===== config.mk =====
export PLATFORM = sky130hd
export DESIGN_NAME = elc_ext_line_ctrl
export DESIGN_NICKNAME = d
export VERILOG_FILES = /design/src/verilog/elc_pkg.sv /design/src/verilog/elc_ext_line_ctrl.sv
export SDC_FILE = /design/constraint.sdc
export NUM_CORES = 1
export LEC_CHECK = 0
export ABC_AREA = 0
export BUFFER_PORTS_ARGS = -buffer_cell sky130_fd_sc_hd__buf_2
export CAP_MARGIN = 40
export CORE_UTILIZATION = 40
export CTS_BUF_LIST = sky130_fd_sc_hd__clkbuf_4 sky130_fd_sc_hd__clkbuf_8
export CTS_CLUSTER_SIZE = 25
export DETAILED_ROUTE_END_ITERATION = 10
export PLACE_DENSITY = 0.56
export SLEW_MARGIN = 5
export SYNTH_ARGS = -nofsm -noshare
export SYNTH_HDL_FRONTEND = slang
export SYNTH_SLANG_ARGS = --single-unit

===== constraint.sdc =====
create_clock -name core_clk_i -period 12.5 [get_ports core_clk_i]
set_clock_uncertainty 0.2 [all_clocks]
set_input_delay 1.875 -clock core_clk_i [delete_from_list [all_inputs] [get_ports core_clk_i]]
set_output_delay 1.875 -clock core_clk_i [all_outputs]
set_load 0.02 [all_outputs]

===== src/verilog/elc_pkg.sv =====
package elc_pkg;

  // Sizes
  localparam int NUM_LINES     = 18;           // Trigger lines in use
  localparam int PIN_LINES     = 16;           // Lines fed from port pins
  localparam int SRC_REGS      = 4;            // Source-select registers
  localparam int SRC_PER_REG   = 4;            // Lines per source-select register
  localparam int SRC_FIELD_W   = 4;            // Bits per source-select field
  localparam int ADR_W         = 8;            // Decoded byte-address bits
  localparam int LINE_SUPPLY   = 16;           // Supply-voltage detector line
  localparam int LINE_WDOG     = 17;           // Independent watchdog line

  // Register byte offsets
  localparam logic [ADR_W-1:0] OFS_IRQ_EN   = 8'h00;
  localparam logic [ADR_W-1:0] OFS_EVT_EN   = 8'h04;
  localparam logic [ADR_W-1:0] OFS_RISE_SEL = 8'h08;
  localparam logic [ADR_W-1:0] OFS_FALL_SEL = 8'h0C;
  localparam logic [ADR_W-1:0] OFS_SOFT_TRG = 8'h10;
  localparam logic [ADR_W-1:0] OFS_PENDING  = 8'h14;
  localparam logic [ADR_W-1:0] OFS_SRC_SEL0 = 8'h18;   // Then 0x1C, 0x20, 0x24

  // Field values and reset values
  localparam logic [SRC_FIELD_W-1:0] SRC_PORT_B = 4'h1; // Any other code selects port A
  localparam logic [NUM_LINES-1:0]   LINE_RST   = 18'h00000;
  localparam logic [15:0]            SRC_RST    = 16'h0000;
  localparam logic [31:0]            DATA_RST   = 32'h00000000;

  // Bus slave states, one-hot
  typedef enum logic [1:0] {
    ELC_BUS_IDLE = 2'b01,
    ELC_BUS_ACK  = 2'b10
  } elc_bus_st_t;

  // Classic Wishbone request from the master
  typedef struct packed {
    logic             cyc;
    logic             stb;
    logic             we;
    logic [ADR_W-1:0] adr;
    logic [3:0]       sel;
    logic [31:0]      dat;
  } elc_wb_req_t;

  // Classic Wishbone answer to the master
  typedef struct packed {
    logic        ack;
    logic [31:0] dat;
  } elc_wb_rsp_t;

  // Whole state of the controller
  typedef struct packed {
    elc_bus_st_t                bus_st;
    logic [31:0]                rdata;
    logic [NUM_LINES-1:0]       irq_en;
    logic [NUM_LINES-1:0]       evt_en;
    logic [NUM_LINES-1:0]       rise_sel;
    logic [NUM_LINES-1:0]       fall_sel;
    logic [NUM_LINES-1:0]       soft_trg;
    logic [NUM_LINES-1:0]       pending;
    logic [NUM_LINES-1:0]       sync1;
    logic [NUM_LINES-1:0]       sync2;
    logic [NUM_LINES-1:0]       prev;
    logic [NUM_LINES-1:0]       event_p;
    logic [SRC_REGS-1:0][15:0]  src_sel;
  } elc_state_t;

  localparam elc_state_t STATE_RST = '{
    bus_st:   ELC_BUS_IDLE,
    rdata:    DATA_RST,
    irq_en:   LINE_RST,
    evt_en:   LINE_RST,
    rise_sel: LINE_RST,
    fall_sel: LINE_RST,
    soft_trg: LINE_RST,
    pending:  LINE_RST,
    sync1:    LINE_RST,
    sync2:    LINE_RST,
    prev:     LINE_RST,
    event_p:  LINE_RST,
    src_sel:  {SRC_RST, SRC_RST, SRC_RST, SRC_RST}
  };

endpackage


===== src/verilog/elc_ext_line_ctrl.sv =====
// Notes on behaviour
// - Per-line edge detector: rising, falling, both
// - Detected edge sets pending, raises enabled interrupt
// - Writing one clears pending; zero keeps it
// - Writing zero to edge select clears pending
// - Enabled event pulses on matching edge
// - Software trigger acts like a hardware edge
// - Events wake event-wait, interrupts wake interrupt-wait
// - Lines 0-15 from pins via source select
// - Line 16 supply detector, 17 watchdog
// - Merged vectors: 1:0, 3:2, 15:4, 16, 17
// - Interrupt enable bits; upper bits read zero
// - Event enable bits gate event outputs
// - Ten registers 0x00-0x24 (six at 0x00-0x14, four source selects at 0x18-0x24), reset zero
// - Rising select one enables rising triggers
// - Falling select one enables falling triggers
// - Software trigger one sets pending flag
module elc_ext_line_ctrl (
  // Clock and reset
  input  wire logic                                core_clk_i,
  input  wire logic                                sys_rst_i,
  // Register bus
  input  wire elc_pkg::elc_wb_req_t                wb_req_i,
  output elc_pkg::elc_wb_rsp_t                     wb_rsp_o,
  // Trigger sources
  input  wire logic [elc_pkg::PIN_LINES-1:0]       port_a_pins_i,
  input  wire logic [elc_pkg::PIN_LINES-1:0]       port_b_pins_i,
  input  wire logic                                supply_voltage_detector_i,
  input  wire logic                                independent_watchdog_i,
  // Interrupt vectors toward the nested vector controller
  output logic                                     irq_lines_1_0_o,
  output logic                                     irq_lines_3_2_o,
  output logic                                     irq_lines_15_4_o,
  output logic                                     irq_supply_o,
  output logic                                     irq_watchdog_o,
  output logic                                     ext_line_irq_o,
  // Events and wake-up
  output logic [elc_pkg::NUM_LINES-1:0]            event_o,
  output logic                                     wake_event_o,
  output logic                                     wake_irq_o
);

  localparam int NL = elc_pkg::NUM_LINES;

  elc_pkg::elc_state_t st_reg;       // Registered state
  elc_pkg::elc_state_t st_next;      // Next state
  logic [NL-1:0]       line_raw;     // Selected source per line
  logic [NL-1:0]       rise_hit;     // Rising edge with rising select
  logic [NL-1:0]       fall_hit;     // Falling edge with falling select
  logic [NL-1:0]       trig;         // Hardware or software trigger
  logic [NL-1:0]       sw_pulse;     // Software trigger newly set
  logic [NL-1:0]       clr_w1c;      // Pending bits written with one
  logic [NL-1:0]       clr_sel;      // Pending bits cleared by select write
  logic [NL-1:0]       irq_lines;    // Pending and enabled
  logic [NL-1:0]       w1c_only;     // Cleared by one, no new trigger
  logic [NL-1:0]       sel_only;     // Cleared by select, no new trigger
  logic                bus_hit;      // Request taken this cycle

  // Byte-lane write merge, used for every register except pending
  function automatic logic [31:0] merge_w(input logic [31:0] old_v,
                                          input logic [31:0] wr_v,
                                          input logic [3:0]  sel_v);
    logic [31:0] res;
    res = old_v;
    for (int b = 0; b < 4; b++) begin
      if (sel_v[b]) begin
        res[8*b +: 8] = wr_v[8*b +: 8];
      end
    end
    return res;
  endfunction

  // Byte-lane mask, so that an unselected lane writes no zeros
  function automatic logic [31:0] lane_mask(input logic [3:0] sel_v);
    logic [31:0] res;
    res = 32'h00000000;
    for (int b = 0; b < 4; b++) begin
      res[8*b +: 8] = {8{sel_v[b]}};
    end
    return res;
  endfunction

  // Source-select decode: hit and register index
  function automatic logic src_hit(input logic [elc_pkg::ADR_W-1:0] a);
    return (a >= elc_pkg::OFS_SRC_SEL0) &&
           (a <  elc_pkg::OFS_SRC_SEL0 + 8'(4 * elc_pkg::SRC_REGS));
  endfunction

  function automatic logic [1:0] src_idx(input logic [elc_pkg::ADR_W-1:0] a);
    logic [elc_pkg::ADR_W-1:0] d;
    d = a - elc_pkg::OFS_SRC_SEL0;
    return d[3:2];
  endfunction

  // Source muxing for pin lines; field n%4 of register n/4
  for (genvar n = 0; n < elc_pkg::PIN_LINES; n++) begin : g_src
    assign line_raw[n] =
      (st_reg.src_sel[n / elc_pkg::SRC_PER_REG]
        [(n % elc_pkg::SRC_PER_REG) * elc_pkg::SRC_FIELD_W +: elc_pkg::SRC_FIELD_W]
        == elc_pkg::SRC_PORT_B) ? port_b_pins_i[n] : port_a_pins_i[n];
  end

  // Internal sources on the two upper lines
  assign line_raw[elc_pkg::LINE_SUPPLY] = supply_voltage_detector_i;
  assign line_raw[elc_pkg::LINE_WDOG]   = independent_watchdog_i;

  // Next-state logic for bus, registers and lines
  always_comb begin
    logic [31:0]               wmask;
    logic [31:0]               wdat;
    logic [31:0]               rd;
    logic [31:0]               merged;
    logic [elc_pkg::ADR_W-1:0] adr;
    wmask    = lane_mask(wb_req_i.sel);
    wdat     = wb_req_i.dat;
    rd       = 32'h00000000;
    merged   = 32'h00000000;
    adr      = {wb_req_i.adr[elc_pkg::ADR_W-1:2], 2'b00};
    st_next  = st_reg;
    clr_w1c  = '0;
    clr_sel  = '0;
    sw_pulse = '0;

    // Synchroniser, then a third stage for edge history
    st_next.sync1 = line_raw;
    st_next.sync2 = st_reg.sync1;
    st_next.prev  = st_reg.sync2;

    // Edge detection, selected per line and per direction
    rise_hit = st_reg.sync2 & ~st_reg.prev & st_reg.rise_sel;
    fall_hit = ~st_reg.sync2 & st_reg.prev & st_reg.fall_sel;

    // One request per access; the ack cycle blocks a repeat
    bus_hit = wb_req_i.cyc && wb_req_i.stb &&
              (st_reg.bus_st == elc_pkg::ELC_BUS_IDLE);

    // Register writes
    if (bus_hit && wb_req_i.we) begin
      if (adr == elc_pkg::OFS_IRQ_EN) begin
        merged         = merge_w(32'(st_reg.irq_en), wdat, wb_req_i.sel);
        st_next.irq_en = merged[NL-1:0];
      end else if (adr == elc_pkg::OFS_EVT_EN) begin
        merged         = merge_w(32'(st_reg.evt_en), wdat, wb_req_i.sel);
        st_next.evt_en = merged[NL-1:0];
      end else if (adr == elc_pkg::OFS_RISE_SEL) begin
        merged           = merge_w(32'(st_reg.rise_sel), wdat, wb_req_i.sel);
        st_next.rise_sel = merged[NL-1:0];
        clr_sel          = wmask[NL-1:0] & ~wdat[NL-1:0];
      end else if (adr == elc_pkg::OFS_FALL_SEL) begin
        merged           = merge_w(32'(st_reg.fall_sel), wdat, wb_req_i.sel);
        st_next.fall_sel = merged[NL-1:0];
        clr_sel          = wmask[NL-1:0] & ~wdat[NL-1:0];
      end else if (adr == elc_pkg::OFS_SOFT_TRG) begin
        merged           = merge_w(32'(st_reg.soft_trg), wdat, wb_req_i.sel);
        st_next.soft_trg = merged[NL-1:0];
        // Only a zero-to-one change fires, so rewriting a one is harmless
        sw_pulse         = merged[NL-1:0] & ~st_reg.soft_trg;
      end else if (adr == elc_pkg::OFS_PENDING) begin
        clr_w1c = wmask[NL-1:0] & wdat[NL-1:0];
      end else if (src_hit(adr)) begin
        merged = merge_w(32'(st_reg.src_sel[src_idx(adr)]), wdat, wb_req_i.sel);
        st_next.src_sel[src_idx(adr)] = merged[15:0];
      end else begin
        // Unmapped write is acknowledged and dropped
        merged = 32'h00000000;
      end
    end

    // Software trigger bit drops once its pending flag is written with one
    st_next.soft_trg = st_next.soft_trg & ~clr_w1c;

    // Any trigger; a new set beats a clear in the same cycle
    trig            = rise_hit | fall_hit | sw_pulse;
    st_next.pending = (st_reg.pending & ~(clr_w1c | clr_sel)) | trig;
    w1c_only        = clr_w1c & ~trig;
    sel_only        = clr_sel & ~trig;

    // Event pulse lasts exactly one cycle per trigger
    st_next.event_p = trig & st_reg.evt_en;

    // Read decode; bits above the implemented width read zero
    if (adr == elc_pkg::OFS_IRQ_EN) begin
      rd = 32'(st_reg.irq_en);
    end else if (adr == elc_pkg::OFS_EVT_EN) begin
      rd = 32'(st_reg.evt_en);
    end else if (adr == elc_pkg::OFS_RISE_SEL) begin
      rd = 32'(st_reg.rise_sel);
    end else if (adr == elc_pkg::OFS_FALL_SEL) begin
      rd = 32'(st_reg.fall_sel);
    end else if (adr == elc_pkg::OFS_SOFT_TRG) begin
      rd = 32'(st_reg.soft_trg);
    end else if (adr == elc_pkg::OFS_PENDING) begin
      rd = 32'(st_reg.pending);
    end else if (src_hit(adr)) begin
      rd = 32'(st_reg.src_sel[src_idx(adr)]);
    end else begin
      rd = 32'h00000000;  // Unmapped reads zero
    end

    // Bus slave: answer one cycle after the request is taken
    case (st_reg.bus_st)
      elc_pkg::ELC_BUS_IDLE: begin
        if (bus_hit) begin
          st_next.bus_st = elc_pkg::ELC_BUS_ACK;
          st_next.rdata  = wb_req_i.we ? elc_pkg::DATA_RST : rd;
        end
      end
      elc_pkg::ELC_BUS_ACK: begin
        // Drop ack for one cycle so a held request is not taken twice
        st_next.bus_st = elc_pkg::ELC_BUS_IDLE;
      end
      default: begin
        st_next.bus_st = elc_pkg::ELC_BUS_IDLE;
      end
    endcase
  end

  // State register
  always_ff @(posedge core_clk_i or posedge sys_rst_i) begin
    if (sys_rst_i) begin
      st_reg <= elc_pkg::STATE_RST;
    end else begin
      st_reg <= st_next;
    end
  end

  // Interrupt level follows pending and enable; software must clear it
  assign irq_lines        = st_reg.pending & st_reg.irq_en;
  assign irq_lines_1_0_o  = |irq_lines[1:0];
  assign irq_lines_3_2_o  = |irq_lines[3:2];
  assign irq_lines_15_4_o = |irq_lines[15:4];
  assign irq_supply_o     = irq_lines[elc_pkg::LINE_SUPPLY];
  assign irq_watchdog_o   = irq_lines[elc_pkg::LINE_WDOG];
  assign ext_line_irq_o   = |irq_lines;

  // Events and wake-up requests
  assign event_o      = st_reg.event_p;
  assign wake_event_o = |st_reg.event_p;
  assign wake_irq_o   = |irq_lines;

  // Bus answer straight from the state
  assign wb_rsp_o.ack = (st_reg.bus_st == elc_pkg::ELC_BUS_ACK);
  assign wb_rsp_o.dat = st_reg.rdata;
endmodule


======== Yosys cells after proc, flatten, opt, wreduce, memory -nomap -nowiden ========
Index checks and enable logic that the tools add are counted.
word-level totals
  logic and storage cells ................. 199
  input bits .............................. 83
  bits in registers ....................... 278
  output and inout port bits .............. 59
cells by class
  bitwise operators ....................... 27
  reduce and logical (&&, ||, !) cells .... 25
  eq/ne operators ......................... 24
  add/sub/neg operators ................... 1
  multiplexer cells ....................... 94
  magnitude comparators ................... 4
operator list
  kind                  count
  $mux W18              30
  $mux W8               32
  $and A18 B18 Y18      11
  $not A18 Y18          6
  $or A18 B18 Y18       4
  $bwmux W64            1
  $eq A4 B1 Y1 const B  16
  $mux W16              3
  $reduce_or A18 Y1     2
  $mux W34              1
  $bmux W16 S2          1
  $demux W16 S2         1
  $mux W32              1
  $reduce_and A6 Y1     3
  $mux W1               16
  $mux W2               8
  $reduce_and A5 Y1     3
  $eq A6 B2 Y1 const B  2
  $eq A6 B3 Y1 const B  2
  $reduce_and A4 Y1     3
  $reduce_or A12 Y1     1
  $reduce_and A3 Y1     3
  $ge A8 B5 Y1 const B  1
  $lt A8 B6 Y1 const B  1
  13 further kinds      23

======== Depth between registers and ports, before layout ========
Gate-level depths: netlist of run 1.
  word-level depth ........................ 16
  depth in mapped cells ................... 8

======== Least setup slack after synthesis of run 1 ========
OpenSTA, ideal clock, no wires.
  path type ............................... reg-to-output
  from .................................... register st_reg[149] (netlist bit)
  to ...................................... output port wake_irq_o
  cell stages (with the launch flop) ...... 6
  buffers on the path ..................... 1
  data required time ...................... 10.425 ns
  slack ................................... 8.427 ns
  arrival time ............................ 1.998 ns
  cell sequence ........................... dfrtp_1 a22o_1 a221oi_1 nand3_1 or4b_2 buf_4
between the ends
  word-level cells in the longest chain between the ends .. 2
ends and longest elaborated chain
  what                      line                      text
  start: declaration        elc_ext_line_ctrl.sv:45   elc_pkg::elc_state_t st_reg;
  start signal: assignment  elc_ext_line_ctrl.sv:221  st_reg <= elc_pkg::STATE_RST;
  start signal: assignment  elc_ext_line_ctrl.sv:223  st_reg <= st_next;
  $and A18 B18 Y18          elc_ext_line_ctrl.sv:228  assign irq_lines = st_reg.pending & st_reg.irq_en;
  $reduce_or A18 Y1         n/a
  end: declaration          elc_ext_line_ctrl.sv:40   output logic wake_irq_o
No other way between the ends.

======== Worst setup path in the final report of run 1 ========
  from .................................... register st_reg[149] (netlist bit)
  to ...................................... output port ext_line_irq_o
between the ends
  word-level cells in the longest chain between the ends .. 2
ends and longest elaborated chain
  what               line                      text
  $and A18 B18 Y18   elc_ext_line_ctrl.sv:228
  $reduce_or A18 Y1  elc_ext_line_ctrl.sv:234  assign ext_line_irq_o = |irq_lines;
  end: declaration   elc_ext_line_ctrl.sv:36   output logic ext_line_irq_o,
No other way between the ends.

==> flow_summary.yaml, run 1 <==
outcome:
  status: "completed"
global_route:
  track_usage_pct: 22.1
  grt_pass1_wl_um: 52900
  grt_max_degree: 157
  met2_usage_pct: 33.7
  top_usage_layer: "met2"
  antenna_found_initial: 5
  use_met1_pct: 32.4
  globalRouteOverflowTotal: 0
  grt_pass1_vias: 8829
  met3_usage_pct: 3.71
logic_synthesis:
  yosys_most_used_dff: "dfrtp_1"
  synth-edff-count: 0
  ys_types: 55
  synthesis.area_mm2: 0.0124
  synth_most_common_cell: "dfrtp_1"
  ys_ff_latch: 264
  synth_top_area_share_pct: 52.9
  synthTopCellsByCount: "263 x dfrtp_1, 109 x a21oi_1, 95 x nor2_1"
  yosys_warnings: 0
  synthCells: 1128
  ys_seq_area_share_pct: 53.1
  synth_area_leaders: "dfrtp_1 53%, mux2_2 8.0%, a21oi_1 4.4%"
  synth_top_cell_by_area: "dfrtp_1"
  syn_avg_cell_area_um2: 11.0
  synthArstFlopShare_pct: 100
sta:
  relSlewSlack_pct: 39.9
  finalMaxSlewViolations: 0
  finalSetupViolations: 0
  period_minus_slack_ps: 4630
  min_period_over_period_pct: 37.1
  fin_tns_setup_ps: 0
  worst_pin_slew_ps: 901
  hold_viol_final: 0
  fmax_mhz: 216
  rsz0062_at_grt: "false"
clock_network:
  post_cts_buffers: 0
  path_clk_slew_ps: 50
  cts_resized: 0
  holdBufCountCts: 0
  cts-htree-levels: 2
  cts_max_path_buffers: 3
  clk_latency_ps: 540
  cts_root_buf: "clkbuf_8"
  cts_made_buffers: 48
  cts_tree: "done"
  cts_sinks: 264
power_and_ir_drop:
  p_leak_nw: 6.39
  finalPower_mw: 1.97
  power_density_mw_per_mm2: 140
  intPower_mw: 1.47
  netSwitchingPower_mw: 0.504
  p_seq_share_pct: 48.4
  power_frac_comb_pct: 9.5
  p_clk_share_pct: 42.1
  ir_worst_vdd_mv: 0.0696
  p_sw_share_pct: 25.6
worst_hold_path:
  min_path_type: "reg -> reg"
floorplan:
  pin_count: 142
  core_mm2: 0.0306
  die_w_um: 178
  die_y_um: 178
  fp-row-count: 64
  dieArea_mm2: 0.0318
  start_util_pct: 40.7
worst_setup_path:
  crit_arrival_ps: 2560
  required_ps: 10430
  critPathTopFamily: "simple AND/OR/NAND/NOR gates"
  slowest_delay_ps: 660
  crit_buf_inv: 1
  crit_chain: "a22o_1 > a221oi_1 > nand3_1 > or4b_2 > buf_2"
  crit_path_end_kind: "output pin"
  worst_path_max_delay_cell: "or4b_2"
  critPathMaxFanout: 3
  critPathKind: "reg -> out"
  cp-start-kind: "flop"
route:
  viasPerCell: 5.53
  ant_nets: 0
  firstDrtPassIters: 5
  drt_iter0_drc: 647
  wl_per_cell_um: 21.0
  postRouteWirelength_um: 34400
  vias: 9048
  route.detailed.drc: 0
layout:
  area.growth.synth_to_final_pct: 13.2
  nets: 1285
  largest_reg_flops: 192
  drive_gt1_share_pct: 28.0
placed_design:
  io_buffer_count: 110
  place_congestion: 0.795
  post-dp-hpwl_um: 23500
job:
  cap_violations: 0
[worst paths after layout]
check	from	end	slack, ps	depth (start not counted)
setup / recovery	st_reg[149]	ext_line_irq_o	7870	5
hold / removal	st_next[111]	st_next[93]	140	0
setup reg to reg	st_reg[276]	st_reg[232]	9330	6
hold reg to reg	st_next[111]	st_next[93]	140	0
max in group asynchronous	sys_rst_i	st_reg[277]	9500	3
min in group asynchronous	sys_rst_i	st_next[114]	1240	2
[layout by cell type (no fill, tap or decap), types with 20 or more instances in the layout]
cell type,synthesis,layout
mux2i_1,26,26
nor2_1,95,93
a21oi_1,109,109
dfrtp_1,263,263
nand2_1,52,52
mux2_2,88,88
clkbuf_4,0,20
inv_1,36,35
clkbuf_8,0,60
o211ai_1,32,32
o21ai_0,51,51
buf_2,30,111
[worst register-to-register path: stages (launching register included)]
cell and delay (ps):
dfstp_2 530, nand4b_2 90, buf_4 230, nor2_2 310, nand2_1 500, nor2_1 790
mux2_2 410
[power groups by stage]
| stage | Combinational [mW] | Sequential (mW) | Clock, mW |
|---|---|---|---|
| final | 0.187 | 0.954 | 0.830 |
| after global routing | 0.208 | 0.960 | 0.892 |
| after CTS | 0.190 | 0.954 | 0.849 |
| after detailed placement | 0.189 | 0.968 | 0 |
| after global placement | 0.184 | 0.968 | 0 |
| after floorplan | 0.148 | 0.950 | 0 |
[cell type report]
class,instances,area [um^2]
multi-input combinational,718,5060
clock buffer,80,976
antenna,5,12.5
clock inverter,2,10.0
timing repair buffer,133,778
tap,396,495
sequential,264,6610
fill,2880,16500
inverter,37,146
[through the flow]
step / worst slack [ps] / util (%) / instances / instance area (um^2) / hold slack, ps
2_1_floorplan: 3160 / - / 1141 / 12500 / 131
3_3_place_gp: 7590 / 42.4 / 1536 / 13000 / 136
3_5_place_dp: 7700 / 42.8 / 1548 / 13100 / 135
4_1_cts: 7840 / 46.0 / 1630 / 14100 / 144
5_1_grt: 7750 / 46.0 / 1632 / 14100 / 154
6_report: 7870 / 46.0 / 1635 / 14100 / 143
[cells by family after synthesis]
kind of cell / Yosys count / synth area share [%]
buf+inv: 159 / 6.88
other cells: 1 / 0.0301
simple gates: 272 / 11.8
mux: 130 / 13.0
flops: 264 / 53.1
compound gates: 302 / 15.3
[metal layers]
metal,vias up,wire (um)
li1,4180,-
met1,4549,16300
met2,271,15500
met3,46,1880
met4,2,695
met5,-,13
Note: power is estimated with default switching activity, not from simulation.
==> run 2, diff against run 1 <==
- ABC_AREA: 0 -> 1
- clock period: 12.5 -> 4.3 ns (I/O delays scaled with it)
==> flow_summary.yaml, run 2 <==
placed_design:
  post-dp-hpwl_um: 26100
  io_buffer_count: 110
  place_congestion: 0.863
floorplan:
  die_y_um: 180
  fp-row-count: 64
  pin_count: 142
  core_mm2: 0.0308
  die_w_um: 180
  dieArea_mm2: 0.0322
  start_util_pct: 40.9
layout:
  nets: 1756
  seqCellArea_mm2: 0.00661
  area.growth.synth_to_final_pct: 14.3
  final_cell_mix: "514 x nand2_1, 263 x dfrtp_1, 152 x inv_1"
  fin_util_pct: 46.8
  layout_commonest_cell: "nand2_1"
  drive_gt1_share_pct: 15.2
  largest_reg_flops: 192
  antenna_cells: 0
  multiInputGateArea_mm2: 0.00483
  num-fill-cells: 3026
worst_setup_path:
  rr_startpoint: "st_reg[276]"
  crit_path_end_kind: "output pin"
  critPathMaxFanout: 3
  cp_common_cell: "nand2_1"
  crit_buf_inv: 1
  worst_path_max_delay_cell: "dfrtp_1"
  critPathTopFamily: "simple AND/OR/NAND/NOR gates"
  slowest_delay_ps: 390
  cp-start-kind: "flop"
  required_ps: 3450
  crit_chain: "nand2_1 > nand2_1 > a221oi_1 > nand3_1 > nand3b_1 > buf_2"
  worstSetupStartpoint: "st_reg[148]"
  critPathKind: "reg -> out"
  crit_arrival_ps: 2150
sta:
  finalMaxSlewViolations: 0
  fmax_mhz: 334
  min_period_over_period_pct: 69.5
  hold_viol_final: 0
  period_minus_slack_ps: 2990
  finalSetupViolations: 0
  worst_pin_slew_ps: 839
  relSlewSlack_pct: 43.6
  fin_tns_setup_ps: 0
  rsz0062_at_grt: "false"
worst_hold_path:
  min_path_type: "in -> async"
logic_synthesis:
  ys_ff_latch: 264
  synth_most_common_cell: "nand2_1"
  syn_avg_cell_area_um2: 8.00
  synthCells: 1576
  synth_top_area_share_pct: 52.2
  synthesis.area_mm2: 0.0126
  synth_top_cell_by_area: "dfrtp_1"
  ys_seq_area_share_pct: 52.4
  synth-edff-count: 0
  synth_area_leaders: "dfrtp_1 52%, nand2_1 15%, o21ai_0 6.0%"
  yosys_warnings: 0
  synthArstFlopShare_pct: 100
  synthTopCellsByCount: "514 x nand2_1, 263 x dfrtp_1, 153 x inv_1"
  yosys_most_used_dff: "dfrtp_1"
  ys_types: 35
global_route:
  grt_max_degree: 99
  grt_pass1_wl_um: 58500
  antenna_found_initial: 0
  grt_pass1_vias: 10000
  track_usage_pct: 23.5
  globalRouteOverflowTotal: 0
clock_network:
  cts_made_buffers: 48
  cts_root_buf: "clkbuf_8"
  cts_tree: "done"
  cts_sinks: 264
  cts-htree-levels: 2
  clk_latency_ps: 570
  path_clk_slew_ps: 50
  cts_max_path_buffers: 3
  cts_resized: 0
power_and_ir_drop:
  netSwitchingPower_mw: 1.54
  power_density_mw_per_mm2: 411
  p_seq_share_pct: 46.5
  finalPower_mw: 5.92
  p_clk_share_pct: 43.9
  p_leak_nw: 7.41
  ir_worst_vdd_mv: 0.199
  power_frac_comb_pct: 9.5
  intPower_mw: 4.38
  p_sw_share_pct: 26.0
route:
  postRouteWirelength_um: 37400
  wl_per_cell_um: 17.8
  vias: 10600
  route.detailed.drc: 16
  firstDrtPassIters: 11
  drt_iter0_drc: 996
  viasPerCell: 5.06
  ant_nets: 0
job:
  cap_violations: 0
outcome:
  status: "finished with violations"
  failed_checks: "DRC"
run 2: cell count changes in the layout (fill, tap and decap cells not counted), sizes merged, moves of 17 or more:
cell,before,now
mux2,88,16
inv,36,155
nand3,6,38
nor2,101,132
nand2,53,516
nor2b,19,0
o21ai,54,170
mux2i,26,2
a21oi,111,62
a211o,17,0
run 2: power by group through the flow:
stage	Combinational [mW]	Sequential, mW	Clock (mW)
after floorplan	0.411	2.77	0
after global placement	0.556	2.79	0
after detailed placement	0.564	2.80	0
after CTS	0.568	2.75	2.67
after global routing	0.641	2.77	2.78
final	0.565	2.76	2.60
run 2: cells by family after synthesis:
| group | after synthesis | synth area share, % |
|---|---|---|
| simple gates | 737 | 23.7 |
| compound gates | 290 | 12.5 |
| buf+inv | 266 | 9.71 |
| flops | 264 | 52.4 |
| mux | 18 | 1.59 |
| other cells | 1 | 0.0297 |
run 2: worst register-to-register path, stage by stage, from the launching register on:
cell and delay, ps:
dfstp_2 530, nand2_1 60, nor2_2 120, nand2_1 260, nor3_1 730, nand2_1 340, nor2_1 230, o21ai_0 110
run 2: repair_timing:
item / 4_1_cts / 5_1_grt
buffers inserted: 0 / 0
hold buffers: 2 / 0
hold endpoints to repair: 2 / 0
run 2: cell type report:
class | count | area share, %
Multi-Input combinational cell | 1059 | 33.5
Sequential cell | 264 | 45.8
Timing Repair Buffer | 142 | 5.61
Tap cell | 396 | 3.44
Clock buffer | 79 | 7.11
Clock inverter | 6 | 0.382
Inverter | 158 | 4.14
run 2: metrics by stage:
stage	cells	hold WS (ps)	setup slack, ps	instance area [um^2]
after floorplan	1589	131	-27.7	12700
after global placement	2017	136	1210	13300
after detailed placement	2017	135	1150	13300
after CTS	2104	36.9	1280	14400
after global routing	2104	62.3	1250	14400
final	2104	38.6	1310	14400
run 2: path summary, 6_finish.rpt:
path,end,slack (ps),cells after the start
max,wake_irq_o,1310,6
min,wb_rsp_o[16],40,2
max reg2reg,st_reg[144],1590,7
min reg2reg,st_next[89],150,0
max in group asynchronous,st_reg[209],2820,3
min in group core_clk_i,st_next[105],110,2
run 2: routing by layer:
metal / global-route usage, % / wire length [um] / vias up
met1: 34.1 / 17500 / 4959
met5: 0 / 0 / -
met4: 6.76 / 875 / 0
met2: 36.1 / 16400 / 414
met3: 4.15 / 2660 / 69
li1: - / - / 5198
==> run 3, diff against run 2 <==
- clock period: 4.3 -> 3.1 ns (I/O delays scaled with it)
==> flow_summary.yaml, run 3 (same netlist as run 2, synthesis figures left out) <==
clock_network:
  clk_latency_ps: 560
  cts_max_path_buffers: 3
  cts_tree: "done"
  path_clk_slew_ps: 60
  cts_root_buf: "clkbuf_8"
  cts_sinks: 264
  cts_made_buffers: 48
  cts-htree-levels: 2
outcome:
  status: "finished with violations"
  failed_checks: "DRC"
floorplan:
  start_util_pct: 40.9
  die_w_um: 180
  fp-row-count: 64
  dieArea_mm2: 0.0322
  core_mm2: 0.0308
  pin_count: 142
  die_y_um: 180
sta:
  relSlewSlack_pct: 44.3
  holdWs_ps: 37.5
  fin_tns_setup_ps: 0
  worst_pin_slew_ps: 836
  fmax_mhz: 346
  period_minus_slack_ps: 2890
  finalSetupViolations: 0
  min_period_over_period_pct: 93.4
  hold_viol_final: 0
  rsz0062_at_grt: "false"
  finalMaxSlewViolations: 0
layout:
  fin_util_pct: 47.8
  final_cell_mix: "513 x nand2_1, 263 x dfrtp_1, 152 x inv_1"
  multiInputGateArea_mm2: 0.00483
  nets: 1798
  layout_commonest_cell: "nand2_1"
  design_area_mm2: 0.0147
  antenna_cells: 0
  num-fill-cells: 3009
  largest_reg_flops: 192
  area.growth.synth_to_final_pct: 16.8
  drive_gt1_share_pct: 15.0
  seqCellArea_mm2: 0.00661
route:
  viasPerCell: 5.06
  vias: 10800
  ant_nets: 0
  wl_per_cell_um: 17.2
  firstDrtPassIters: 10
  postRouteWirelength_um: 36900
  drt_iter0_drc: 883
  route.detailed.drc: 16
worst_setup_path:
  critPathMaxFanout: 15
  regToRegSetupSlack_ps: 770
  timing.rr.end: "event_o[8]"
  worstRegToRegCells: 9
  required_ps: 3350
  crit_path_end_kind: "flop"
  cp-start-kind: "primary input"
  crit_arrival_ps: 3140
  rr_startpoint: "st_reg[276]"
  critPathKind: "in -> reg"
worst_hold_path:
  whs_path_depth: 3
  min_path_type: "in -> reg"
  min-delay-start: "wb_req_i[4]"
  holdPathEnd: "st_reg[140]"
global_route:
  track_usage_pct: 23.2
  antenna_found_initial: 1
  globalRouteOverflowTotal: 0
  grt_pass1_wl_um: 58200
  grt_max_degree: 140
  grt_pass1_vias: 10300
placed_design:
  place_congestion: 0.875
  io_buffer_count: 110
  placed_cell_area_mm2: 0.0134
  post-dp-hpwl_um: 25800
job:
  cap_violations: 0
power_and_ir_drop:
  p_leak_nw: 7.53
  ir_worst_vdd_mv: 0.231
  power_density_mw_per_mm2: 539
-- run 3: worst max-delay path by stage --
stage,from,endpoint,slack [ps],cells after the start
3_3_place_gp,wb_req_i[38],st_reg[217],440,8
4_1_cts,wb_req_i[45],st_reg[217],60,10
5_1_grt,wb_req_i[45],event_o[8],40,12
3_5_place_dp,wb_req_i[38],st_reg[217],350,8
2_1_floorplan,sys_rst_i,event_o[0],-1050,1
6_report,wb_req_i[45],event_o[8],210,12
-- run 3: worst max-delay path: stages --
cell and delay (ps):
dlygate4sd3_1 520, buf_2 100, nand2_1 40, dlygate4sd3_1 560, nor2_2 160, nand2_2 180
nor2_1 210, nand2_1 90, buf_4 210, nor3_1 210, a21oi_1 130, nor2_1 260
-- run 3: metal layers --
| layer | vias up | wire length [um] | global-route usage [%] |
|---|---|---|---|
| met5 | - | 0 | 0 |
| met4 | 0 | 679 | 6.28 |
| met3 | 46 | 2830 | 3.99 |
| met2 | 410 | 16100 | 35.5 |
| met1 | 5086 | 17300 | 33.9 |
| li1 | 5276 | - | - |
-- run 3: final cells by class --
class	instances	area share (%)
inverters	158	4.05
clock buffers	76	6.25
well taps	396	3.36
clock inverters	3	0.136
multi-input cells	1059	32.8
flip-flops and latches	264	44.9
repair buffers	184	8.51
-- run 3: metrics by stage --
stage | std cells | total power, mW | worst slack, ps
after floorplan | 1589 | 4.41 | -1050
after global placement | 2022 | 4.67 | 437
after detailed placement | 2022 | 4.68 | 349
after CTS | 2140 | 8.02 | 63.1
after global routing | 2140 | 8.30 | 41.5
final | 2140 | 7.94 | 206
-- run 3: power by group --
| part | switching (mW) | leakage (nW) | internal, mW |
|---|---|---|---|
| clock | 1.41 | 0.499 | 1.86 |
| sequential | 0.151 | 3.19 | 3.69 |
| combinational | 0.556 | 3.84 | 0.275 |
-- run 3: timing repair --
action                                  CTS  global route
buffers inserted                          0             0
hold buffers                             39             0
gates resized for setup                   0             2
hold endpoints to repair                 99             0
endpoints found under the setup margin    0            16
